--- src/hw/irq_timer_pkg.sv ---
// Constants for the interrupt status and stream compare block.
// Assumes a register access port (address, write, read strobes) from the serial interface.
`default_nettype none
package irq_timer_pkg;
    // ------------------------------------------------------------
    // Register offsets and widths
    // ------------------------------------------------------------
    localparam logic [7:0] STC_LOW_ADDR = 8'h23; // Stream timer compare low
    localparam logic [7:0] IRQ_STATUS_ADDR = 8'h24; // Interrupt status flags
    localparam int REG_W = 16; // Register data width
    localparam int TIMER_W = 24; // Event timer width
    localparam int PRIME_W = 16; // Prime compare width
    localparam logic [15:0] STC_LOW_RESET = 16'hffff; // Prime compare reset value
    // ------------------------------------------------------------
    // Status bit positions
    // ------------------------------------------------------------
    localparam int BIT_PLL = 15;
    localparam int BIT_RAM_TXD = 14;
    localparam int BIT_ARB_RXD = 13;
    localparam int BIT_STRM_ERR = 12;
    localparam int BIT_ATTN = 10;
    localparam int BIT_DOZE = 9;
    localparam int BIT_CMP1 = 8;
    localparam int BIT_RX = 7;
    localparam int BIT_TX = 6;
    localparam int BIT_CMP3 = 4;
    localparam int BIT_CMP4 = 3;
    localparam int BIT_CMP2 = 2;
    // Bits that latch and clear on read (15 is latched apart, 11 reserved, 5, 1 and 0 elsewhere)
    localparam logic [15:0] STICKY_MASK = 16'h77dc;
endpackage
`default_nettype wire

--- src/hw/irq_status_and_stream_timer_compare.sv ---
// Interrupt status register with clear-on-read and the stream-mode 16-bit timer compare.
// Assumes timer, compare values, masks and radio events come from logic on i_core_clk.
`default_nettype none
module irq_status_and_stream_timer_compare
    import irq_timer_pkg::*;
(
    input wire logic i_core_clk,
    input wire logic i_rst,
    input wire logic [7:0] i_reg_addr,
    input wire logic i_reg_wr,
    input wire logic i_reg_rd,
    input wire logic [15:0] i_reg_wdata,
    output logic [15:0] o_reg_rdata,
    input wire logic [23:0] i_event_timer,
    input wire logic [23:0] i_cmp1_value,
    input wire logic [23:0] i_second_compare_value,
    input wire logic [23:0] i_cmp3_value,
    input wire logic [23:0] i_cmp4_value,
    input wire logic i_cmp1_disable,
    input wire logic i_second_compare_disable,
    input wire logic i_cmp3_disable,
    input wire logic i_cmp4_disable,
    input wire logic i_stream_mode,
    input wire logic i_timer_trig_en,
    input wire logic i_doze_mode,
    input wire logic [15:0] i_irq_mask,
    input wire logic i_pll_unlock,
    input wire logic i_ram_addr_overrun,
    input wire logic i_ram_arb_busy,
    input wire logic i_stream_tx_done,
    input wire logic i_stream_rx_done,
    input wire logic i_stream_rx_overrun,
    input wire logic i_stream_tx_underrun,
    input wire logic i_attn_n,
    input wire logic i_powerup_done,
    input wire logic i_rx_event,
    input wire logic i_tx_event,
    input wire logic i_active_start,
    output logic o_seq_trigger,
    output logic o_doze_exit,
    output logic o_active_abort,
    output logic o_irq_n
);
    // ------------------------------------------------------------
    // Synchroniser for the attention pin
    // ------------------------------------------------------------
    logic [2:0] attn_sync_reg; // Three stages, bit 0 first
    logic attn_low_event; // Falling edge seen on stable stages
    logic attn_edge_arm_reg; // Set while the pin rests high

    // Shift the pin in; only the second stage reads the first, which may go metastable
    // Reset loads the idle high level so that release cannot look like a falling edge
    always_ff @(posedge i_core_clk or posedge i_rst) begin
        if (i_rst) begin
            attn_sync_reg <= 3'h7;
        end else begin
            attn_sync_reg <= {attn_sync_reg[1:0], i_attn_n};
        end
    end

    // Second and third agree low after third was high
    assign attn_low_event = ~attn_sync_reg[1] & ~attn_sync_reg[2] & attn_edge_arm_reg;

    // Arm on a steady high level, disarm once the low level has been reported
    always_ff @(posedge i_core_clk or posedge i_rst) begin
        if (i_rst) begin
            attn_edge_arm_reg <= 1'b0;
        end else if (attn_sync_reg[1] & attn_sync_reg[2]) begin
            attn_edge_arm_reg <= 1'b1;
        end else if (attn_low_event) begin
            attn_edge_arm_reg <= 1'b0;
        end
    end

    // ------------------------------------------------------------
    // Prime compare register
    // ------------------------------------------------------------
    logic [15:0] prime_compare_value_reg;
    logic stc_wr; // Write strobe to the prime compare register
    logic status_rd; // Read strobe on the status register

    assign stc_wr = i_reg_wr & (i_reg_addr == STC_LOW_ADDR);
    assign status_rd = i_reg_rd & (i_reg_addr == IRQ_STATUS_ADDR);

    // Host writes land at the edge that takes the write strobe
    always_ff @(posedge i_core_clk or posedge i_rst) begin
        if (i_rst) begin
            prime_compare_value_reg <= STC_LOW_RESET;
        end else if (stc_wr) begin
            prime_compare_value_reg <= i_reg_wdata;
        end
    end

    // ------------------------------------------------------------
    // Timer comparators
    // ------------------------------------------------------------
    // Full-width compare with disable
    function automatic logic cmp_hit(input logic [23:0] value, input logic [23:0] timer, input logic dis);
        cmp_hit = ~dis & (value == timer);
    endfunction

    // Remember the last timer value: a match that stands for several cycles
    // would otherwise set its flag again after the host has read it
    logic timer_changed_reg; // Matches count once per timer value
    logic [23:0] timer_prev_reg;
    logic new_tick;
    always_ff @(posedge i_core_clk or posedge i_rst) begin
        if (i_rst) begin
            timer_prev_reg <= 24'h0;
            timer_changed_reg <= 1'b0;
        end else begin
            timer_prev_reg <= i_event_timer;
            timer_changed_reg <= 1'b1;
        end
    end
    assign new_tick = ~timer_changed_reg | (timer_prev_reg != i_event_timer);

    logic cmp1_hit; // Compare-1 match on a new timer value
    logic cmp2_hit; // Full compare-2 match, packet mode only
    logic cmp3_hit; // Compare-3 match
    logic cmp4_hit; // Compare-4 match
    logic prime_hit; // Prime match on the low timer bits, stream mode only
    logic doze_hit; // Compare-2 match while dozing
    assign cmp1_hit = new_tick & cmp_hit(i_cmp1_value, i_event_timer, i_cmp1_disable);
    assign cmp3_hit = new_tick & cmp_hit(i_cmp3_value, i_event_timer, i_cmp3_disable);
    assign cmp4_hit = new_tick & cmp_hit(i_cmp4_value, i_event_timer, i_cmp4_disable);
    // Packet mode: full 24-bit compare-2; stream mode: prime against low bits
    assign cmp2_hit = new_tick & ~i_stream_mode
        & cmp_hit(i_second_compare_value, i_event_timer, i_second_compare_disable);
    assign prime_hit = new_tick & i_stream_mode & ~i_second_compare_disable
        & (prime_compare_value_reg == i_event_timer[PRIME_W-1:0]);
    assign doze_hit = new_tick & i_doze_mode
        & cmp_hit(i_second_compare_value, i_event_timer, i_second_compare_disable);

    // ------------------------------------------------------------
    // Status set terms and sticky flags
    // ------------------------------------------------------------
    logic [15:0] status_set; // One-cycle events per bit
    // Multiplexed bits take their source from the stream mode level
    always_comb begin
        status_set = 16'h0;
        status_set[BIT_RAM_TXD] = i_stream_mode ? i_stream_tx_done : i_ram_addr_overrun;
        status_set[BIT_ARB_RXD] = i_stream_mode ? i_stream_rx_done : i_ram_arb_busy;
        status_set[BIT_STRM_ERR] = i_stream_mode & (i_stream_rx_overrun | i_stream_tx_underrun);
        status_set[BIT_ATTN] = attn_low_event | i_powerup_done;
        status_set[BIT_DOZE] = doze_hit;
        status_set[BIT_CMP1] = cmp1_hit;
        status_set[BIT_RX] = i_rx_event;
        status_set[BIT_TX] = i_tx_event;
        status_set[BIT_CMP3] = cmp3_hit;
        status_set[BIT_CMP4] = cmp4_hit;
        status_set[BIT_CMP2] = cmp2_hit | prime_hit;
    end

    logic [15:0] status_reg;
    logic [15:0] status_next;
    logic pll_latched_reg; // Unlock seen since last status read
    logic pll_latched_next;

    // Set wins over the clear from a read in the same cycle
    assign status_next = ((status_rd ? 16'h0 : status_reg) | status_set) & STICKY_MASK;
    assign pll_latched_next = (status_rd ? 1'b0 : pll_latched_reg) | i_pll_unlock;

    // Flags hold until the host reads them; an event in the read cycle survives
    // so that no event is lost between the read and the next one
    always_ff @(posedge i_core_clk or posedge i_rst) begin
        if (i_rst) begin
            status_reg <= 16'h0;
            pll_latched_reg <= 1'b0;
        end else begin
            status_reg <= status_next;
            pll_latched_reg <= pll_latched_next;
        end
    end

    // Bit 15 is kept apart so that it re-sets every cycle while the loop stays unlocked
    logic [15:0] status_view; // Read view: bit 15 follows the latched unlock
    always_comb begin
        status_view = status_reg;
        status_view[BIT_PLL] = pll_latched_reg;
    end

    // ------------------------------------------------------------
    // Outputs
    // ------------------------------------------------------------
    // Reads of other addresses keep the last data, so the host may sample it again
    logic [15:0] rdata_next;
    assign rdata_next = status_rd ? status_view
        : (i_reg_rd & (i_reg_addr == STC_LOW_ADDR)) ? prime_compare_value_reg : o_reg_rdata;

    // All outputs leave flip-flops; the request is built from next-state terms
    // so that it follows the flags without a cycle of lag
    always_ff @(posedge i_core_clk or posedge i_rst) begin
        if (i_rst) begin
            o_reg_rdata <= 16'h0;
            o_seq_trigger <= 1'b0;
            o_doze_exit <= 1'b0;
            o_active_abort <= 1'b0;
            o_irq_n <= 1'b1;
        end else begin
            o_reg_rdata <= rdata_next;
            o_seq_trigger <= i_timer_trig_en & (cmp2_hit | prime_hit);
            o_doze_exit <= doze_hit;
            o_active_abort <= i_active_start & pll_latched_reg;
            o_irq_n <= ~(|({pll_latched_next, status_next[BIT_PLL-1:0]} & i_irq_mask));
        end
    end

    // ------------------------------------------------------------
    // Checks
    // ------------------------------------------------------------
    a_prime_trigger: assert property (@(posedge i_core_clk) disable iff (i_rst)
        (i_timer_trig_en & prime_hit) |=> o_seq_trigger) else $error("prime match gave no trigger");
    a_packet_ignores_prime: assert property (@(posedge i_core_clk) disable iff (i_rst)
        (~i_stream_mode & ~cmp2_hit) |=> ~o_seq_trigger) else $error("trigger without packet match");
    a_read_clears: assert property (@(posedge i_core_clk) disable iff (i_rst)
        (status_rd & status_set == 16'h0) |=> status_reg == 16'h0) else $error("read left bits set");
    a_cmp1_sets: assert property (@(posedge i_core_clk) disable iff (i_rst)
        cmp1_hit |=> status_reg[BIT_CMP1]) else $error("compare-1 flag missing");
    a_doze_exit: assert property (@(posedge i_core_clk) disable iff (i_rst)
        doze_hit |=> (o_doze_exit & status_reg[BIT_DOZE])) else $error("doze match not handled");
    a_abort_unlock: assert property (@(posedge i_core_clk) disable iff (i_rst)
        (i_active_start & pll_latched_reg) |=> o_active_abort) else $error("active op not aborted");
    a_stream_err: assert property (@(posedge i_core_clk) disable iff (i_rst)
        (i_stream_mode & i_stream_rx_overrun) |=> status_reg[BIT_STRM_ERR]) else $error("overrun lost");
    a_irq_release: assert property (@(posedge i_core_clk) disable iff (i_rst)
        (status_rd & status_set == 16'h0 & ~i_pll_unlock) |=> o_irq_n) else $error("request not released");
    // Prime compare gating and the trigger
    a_prime_stream_only: assert property (@(posedge i_core_clk) disable iff (i_rst)
        ~i_stream_mode |-> ~prime_hit) else $error("prime match outside stream mode");
    a_prime_disabled: assert property (@(posedge i_core_clk) disable iff (i_rst)
        i_second_compare_disable |-> ~prime_hit) else $error("prime match while disabled");
    a_stream_no_cmp2: assert property (@(posedge i_core_clk) disable iff (i_rst)
        i_stream_mode |-> ~cmp2_hit) else $error("full compare-2 used in stream mode");
    a_trig_needs_enable: assert property (@(posedge i_core_clk) disable iff (i_rst)
        ~i_timer_trig_en |=> ~o_seq_trigger) else $error("trigger without enable");
    a_prime_sets: assert property (@(posedge i_core_clk) disable iff (i_rst)
        prime_hit |=> status_reg[BIT_CMP2]) else $error("prime flag missing");
    a_cmp2_sets: assert property (@(posedge i_core_clk) disable iff (i_rst)
        cmp2_hit |=> status_reg[BIT_CMP2]) else $error("compare-2 flag missing");
    a_cmp3_sets: assert property (@(posedge i_core_clk) disable iff (i_rst)
        cmp3_hit |=> status_reg[BIT_CMP3]) else $error("compare-3 flag missing");
    a_cmp4_sets: assert property (@(posedge i_core_clk) disable iff (i_rst)
        cmp4_hit |=> status_reg[BIT_CMP4]) else $error("compare-4 flag missing");
    // Read data and the request line
    a_rdata_status: assert property (@(posedge i_core_clk) disable iff (i_rst)
        status_rd |=> (o_reg_rdata == $past(status_view))) else $error("status read data wrong");
    a_rdata_prime: assert property (@(posedge i_core_clk) disable iff (i_rst)
        (i_reg_rd & (i_reg_addr == STC_LOW_ADDR)) |=> (o_reg_rdata == $past(prime_compare_value_reg)))
        else $error("prime read data wrong");
    a_pll_latch: assert property (@(posedge i_core_clk) disable iff (i_rst)
        i_pll_unlock |=> pll_latched_reg) else $error("unlock not latched");
    a_irq_hold: assert property (@(posedge i_core_clk) disable iff (i_rst)
        (~status_rd & (|(status_view & i_irq_mask))) |=> ~o_irq_n) else $error("request dropped early");
    a_abort_needs_unlock: assert property (@(posedge i_core_clk) disable iff (i_rst)
        ~pll_latched_reg |=> ~o_active_abort) else $error("abort while locked");
    a_no_doze_exit: assert property (@(posedge i_core_clk) disable iff (i_rst)
        ~doze_hit |=> ~o_doze_exit) else $error("doze exit without match");
    // Event flags: each event sets its bit one edge later
    a_attn_event: assert property (@(posedge i_core_clk) disable iff (i_rst)
        attn_low_event |=> status_reg[BIT_ATTN]) else $error("attention flag missing");
    a_powerup_sets: assert property (@(posedge i_core_clk) disable iff (i_rst)
        i_powerup_done |=> status_reg[BIT_ATTN]) else $error("power-up flag missing");
    a_ram_overrun: assert property (@(posedge i_core_clk) disable iff (i_rst)
        (~i_stream_mode & i_ram_addr_overrun) |=> status_reg[BIT_RAM_TXD]) else $error("overrun flag missing");
    a_stream_tx_done: assert property (@(posedge i_core_clk) disable iff (i_rst)
        (i_stream_mode & i_stream_tx_done) |=> status_reg[BIT_RAM_TXD]) else $error("tx done flag missing");
    a_arb_busy: assert property (@(posedge i_core_clk) disable iff (i_rst)
        (~i_stream_mode & i_ram_arb_busy) |=> status_reg[BIT_ARB_RXD]) else $error("busy flag missing");
    a_stream_rx_done: assert property (@(posedge i_core_clk) disable iff (i_rst)
        (i_stream_mode & i_stream_rx_done) |=> status_reg[BIT_ARB_RXD]) else $error("rx done flag missing");
    a_tx_underrun: assert property (@(posedge i_core_clk) disable iff (i_rst)
        (i_stream_mode & i_stream_tx_underrun) |=> status_reg[BIT_STRM_ERR]) else $error("underrun lost");
    a_rx_word: assert property (@(posedge i_core_clk) disable iff (i_rst)
        i_rx_event |=> status_reg[BIT_RX]) else $error("receive flag missing");
    a_tx_word: assert property (@(posedge i_core_clk) disable iff (i_rst)
        i_tx_event |=> status_reg[BIT_TX]) else $error("transmit flag missing");
    c_prime_match: cover property (@(posedge i_core_clk) disable iff (i_rst) prime_hit);
    c_irq_asserted: cover property (@(posedge i_core_clk) disable iff (i_rst) $fell(o_irq_n));
    c_set_on_read: cover property (@(posedge i_core_clk) disable iff (i_rst) status_rd & (|status_set));
    c_doze_exit: cover property (@(posedge i_core_clk) disable iff (i_rst) o_doze_exit);
    c_attn_event: cover property (@(posedge i_core_clk) disable iff (i_rst) attn_low_event);
endmodule
`default_nettype wire

--- config.mk ---
export PLATFORM = sky130hd
export DESIGN_NAME = irq_status_and_stream_timer_compare
export DESIGN_NICKNAME = d
export VERILOG_FILES = /design/src/hw/irq_timer_pkg.sv /design/src/hw/irq_status_and_stream_timer_compare.sv
export SDC_FILE = /design/constraint.sdc
export NUM_CORES = 1
export LEC_CHECK = 0
export ABC_AREA = 1
export BUFFER_PORTS_ARGS = -buffer_cell sky130_fd_sc_hd__buf_2
export CORE_MARGIN = 2
export CORE_UTILIZATION = 53
export DETAILED_ROUTE_END_ITERATION = 8
export PLACE_DENSITY = 0.85
export SYNTH_ARGS = -nofsm -noshare
export SYNTH_HDL_FRONTEND = slang
export SYNTH_SLANG_ARGS = --single-unit
--- constraint.sdc ---
create_clock -name i_core_clk -period 3.9 [get_ports i_core_clk]
set_input_delay 0 -clock i_core_clk [delete_from_list [all_inputs] [get_ports i_core_clk]]
set_output_delay 0 -clock i_core_clk [all_outputs]
set_load 0.01 [all_outputs]
==> run metrics <==
Crit Path Category input pin to flop; Lkg Pwr 3.95 nW; Residual DRC 0; CP max FO 7; setup ws final 1050 ps; nets@finish 1195; clk_lat worst skew 350 ps; DR vias 5661; met2 wire length 7880 um; final worst-path cycle share 0.731; Iteration-0 DRC Markers 272; Pre-Repair DR Iteration Count 5; Bufs on Longest Clock Path 2; Chip Height 102 um; final wirelength 17100 um; clk root buf clkbuf_8; Vias/cell 4.94; crit-path max cell delay 540 ps; Row Count 35; fin util 0.751; Final min period 2850 ps; YS warnings 0; Setup violations, final 0; TNS Setup 0 ps; total CTS buffers 9; TritonCTS clock tree yes; predominant post-synthesis flop cell dfrtp_1; Critical Path End Type flop; routed len/inst 14.9 um; DRT met1 WL 7110 um; Mapped Nets 945; number of synthesized register bits 77; area of the multi-input gates 2640 sq um; max layer used met4; Area Overhead vs Synth 36.3%; non-filler instance count after layout 1147; Pins Over Slew Limit 0; DIE WIDTH 102 um; post-route ant nets 0; initial antenna violation count 0; Pwr Total 2.04 mW; RSZ-0062 raised after global routing no; outcome finished clean; initial core utilization 0.551; max reg flops 24; sequential area share after synthesis 0.382; Hold Crit Class input pin to flop; Syn Area/Cell 6.71 sq um; CORE AREA 9280 sq um; largest net degree at the start of global routing 43; Ports 203; CP delay by family, top buffers and inverters; Tightest Pin Transition 843 ps; Max Cap Violations 0; CTS clk-pin slew, worst paths 80 ps; vias in the first global route 5424; post-synth top area share 0.279; WL met3 1490 um; cell count after placement 1072; GRT Overall Usage 0.331; Post-Synthesis Cells 762; Synth top cells by count nand2_1, nor2_1, inv_1; Worst EP required 4180 ps; synth top area cells dfrtp_1, nand2_1, dfstp_2; post-placement cell area 6160 sq um; Post-synth EDFFs 0; Final Hold Violating Endpoints 0; data arrival time of the critical path 3130 ps; gpl congestion 0.939; cell mode on critical path nand2_1; Buf/Inv on CP 5; Final Instance Area 6970 sq um; Layout Skew 3.03 ps; Fmax 351 MHz; Slew headroom 0.436; Synth area leader dfrtp_1; first-pass GRT wire length 26100 um; die area 10500 sq um; power per cell area 293 nW/um^2; post_cts resized 0; Hold Slack 96.0 ps; Overflow after GRT 0; synth unique cells 37; FFs w/ async S/R, synth 1.00; Setup crit start kind input pin; top-count cell post-synth nand2_1; DP Worst Slack 1960 ps; share of post-route cells with drive strength above 1 0.274; Max VDD drop 0.235 mV; CP cell instances dlygate4sd3_1 -> buf_2 -> inv_2 -> nand2_1 -> nand4_1 -> nor2_1 -> nand2_1 -> nor2_1 -> nand3_1 -> nand2_1 -> nand2_1 -> nand2_2 -> nand2_1 -> nand2_1 -> dlygate4sd3_1 -> nor2_1 -> dlygate4sd3_1; filler instances 763; post-DP HPWL 12600 um; slowest CP cell dlygate4sd3_1; H-tree lvl count 3; CTS Sinks 77; register area 1950 sq um; PortBufs 198; Synth Cell Area 5110 sq um
what timing repair did:
action,CTS,global route
hold buffers,58,0
hold endpoints to repair,86,0
buffers inserted,0,0
where the power goes:
group	switching (mW)	internal [mW]	leakage, nW	total [mW]
Clock	0.312	0.362	0.106	0.674
Combinational	0.266	0.222	2.95	0.488
Sequential	0.0289	0.852	0.897	0.880
final cells by class:
cell class                      instances  area share
Sequential cell                        77       0.280
Timing Repair Buffer                  257       0.227
Clock buffer                            9      0.0178
Inverter                              109      0.0589
Multi-Input combinational cell        558       0.379
Clock inverter                          7      0.0140
Antenna cell                            1    0.000359
Tap cell                              129      0.0232
cells by family (layout without fill, tap and decap cells):
kind of cell	after synthesis	count (layout)	synth area share
multiplexers	11	11	0.0237
XOR/XNOR	44	44	0.0754
AND/OR/NAND/NOR	438	438	0.346
flip-flops	77	77	0.382
buffers and inverters	127	382	0.102
other	1	2	0.000733
AO/OA/AOI/OAI	64	64	0.0707
final timing paths:
path / from / endpoint / slack, ps / cells past startpoint
max: i_event_timer[11] / o_irq_n$_DFF_PP1_ / 1050 / 17
min: i_second_compare_value[4] / o_doze_exit$_DFF_PP0_ / 100 / 6
max reg2reg: timer_prev_reg[19]$_DFF_PP0_ / o_irq_n$_DFF_PP1_ / 1210 / 16
min reg2reg: attn_sync_reg[0]$_DFF_PP1_ / attn_sync_reg[1]$_DFF_PP1_ / 360 / 0
max in group asynchronous: i_rst / prime_compare_value_reg[13]$_DFFE_PP1P_ / 2650 / 4
min in group asynchronous: i_rst / timer_prev_reg[23]$_DFF_PP0_ / 280 / 3
layer usage:
layer,track usage,vias to the layer above
li1,-,2821
met1,0.431,2527
met2,0.527,265
met3,0.0807,48
met4,0.147,0
met5,0,-
cells in the final DEF (no fill, tap or decap), types with 2 or more instances in the layout:
cell type / n
nand2_1: 281
buf_2: 198
nor2_1: 101
inv_1: 96
dlygate4sd3_1: 58
dfrtp_1: 57
xnor2_1: 30
o21ai_0: 24
dfstp_2: 20
nand3_1: 17
a21oi_1: 16
o22ai_1: 15
xor2_1: 14
inv_2: 12
nand4_1: 11
mux2_2: 9
nand2_2: 9
clkbuf_8: 9
nor3_1: 5
nor2_2: 5
or2_2: 3
nor3_2: 2
mux2i_1: 2
o21ai_1: 2
a21boi_1: 2
clkinv_2: 2
bufinv_16: 2
clkinvlp_4: 2
worst register-to-register path, stage by stage, from the launching register on:
cell	delay, ps
dfrtp_1	350
inv_1	40
nand2_1	110
nand2_1	70
nor2_1	130
nand3_1	100
nor2_2	120
nand3_2	140
nand2_1	140
nand2_2	60
nand2_1	50
nand2_1	50
inv_1	40
nand2_1	40
dlygate4sd3_1	550
nor2_1	90
dlygate4sd3_1	550
No activity file was read; power rests on OpenSTA's default activity.
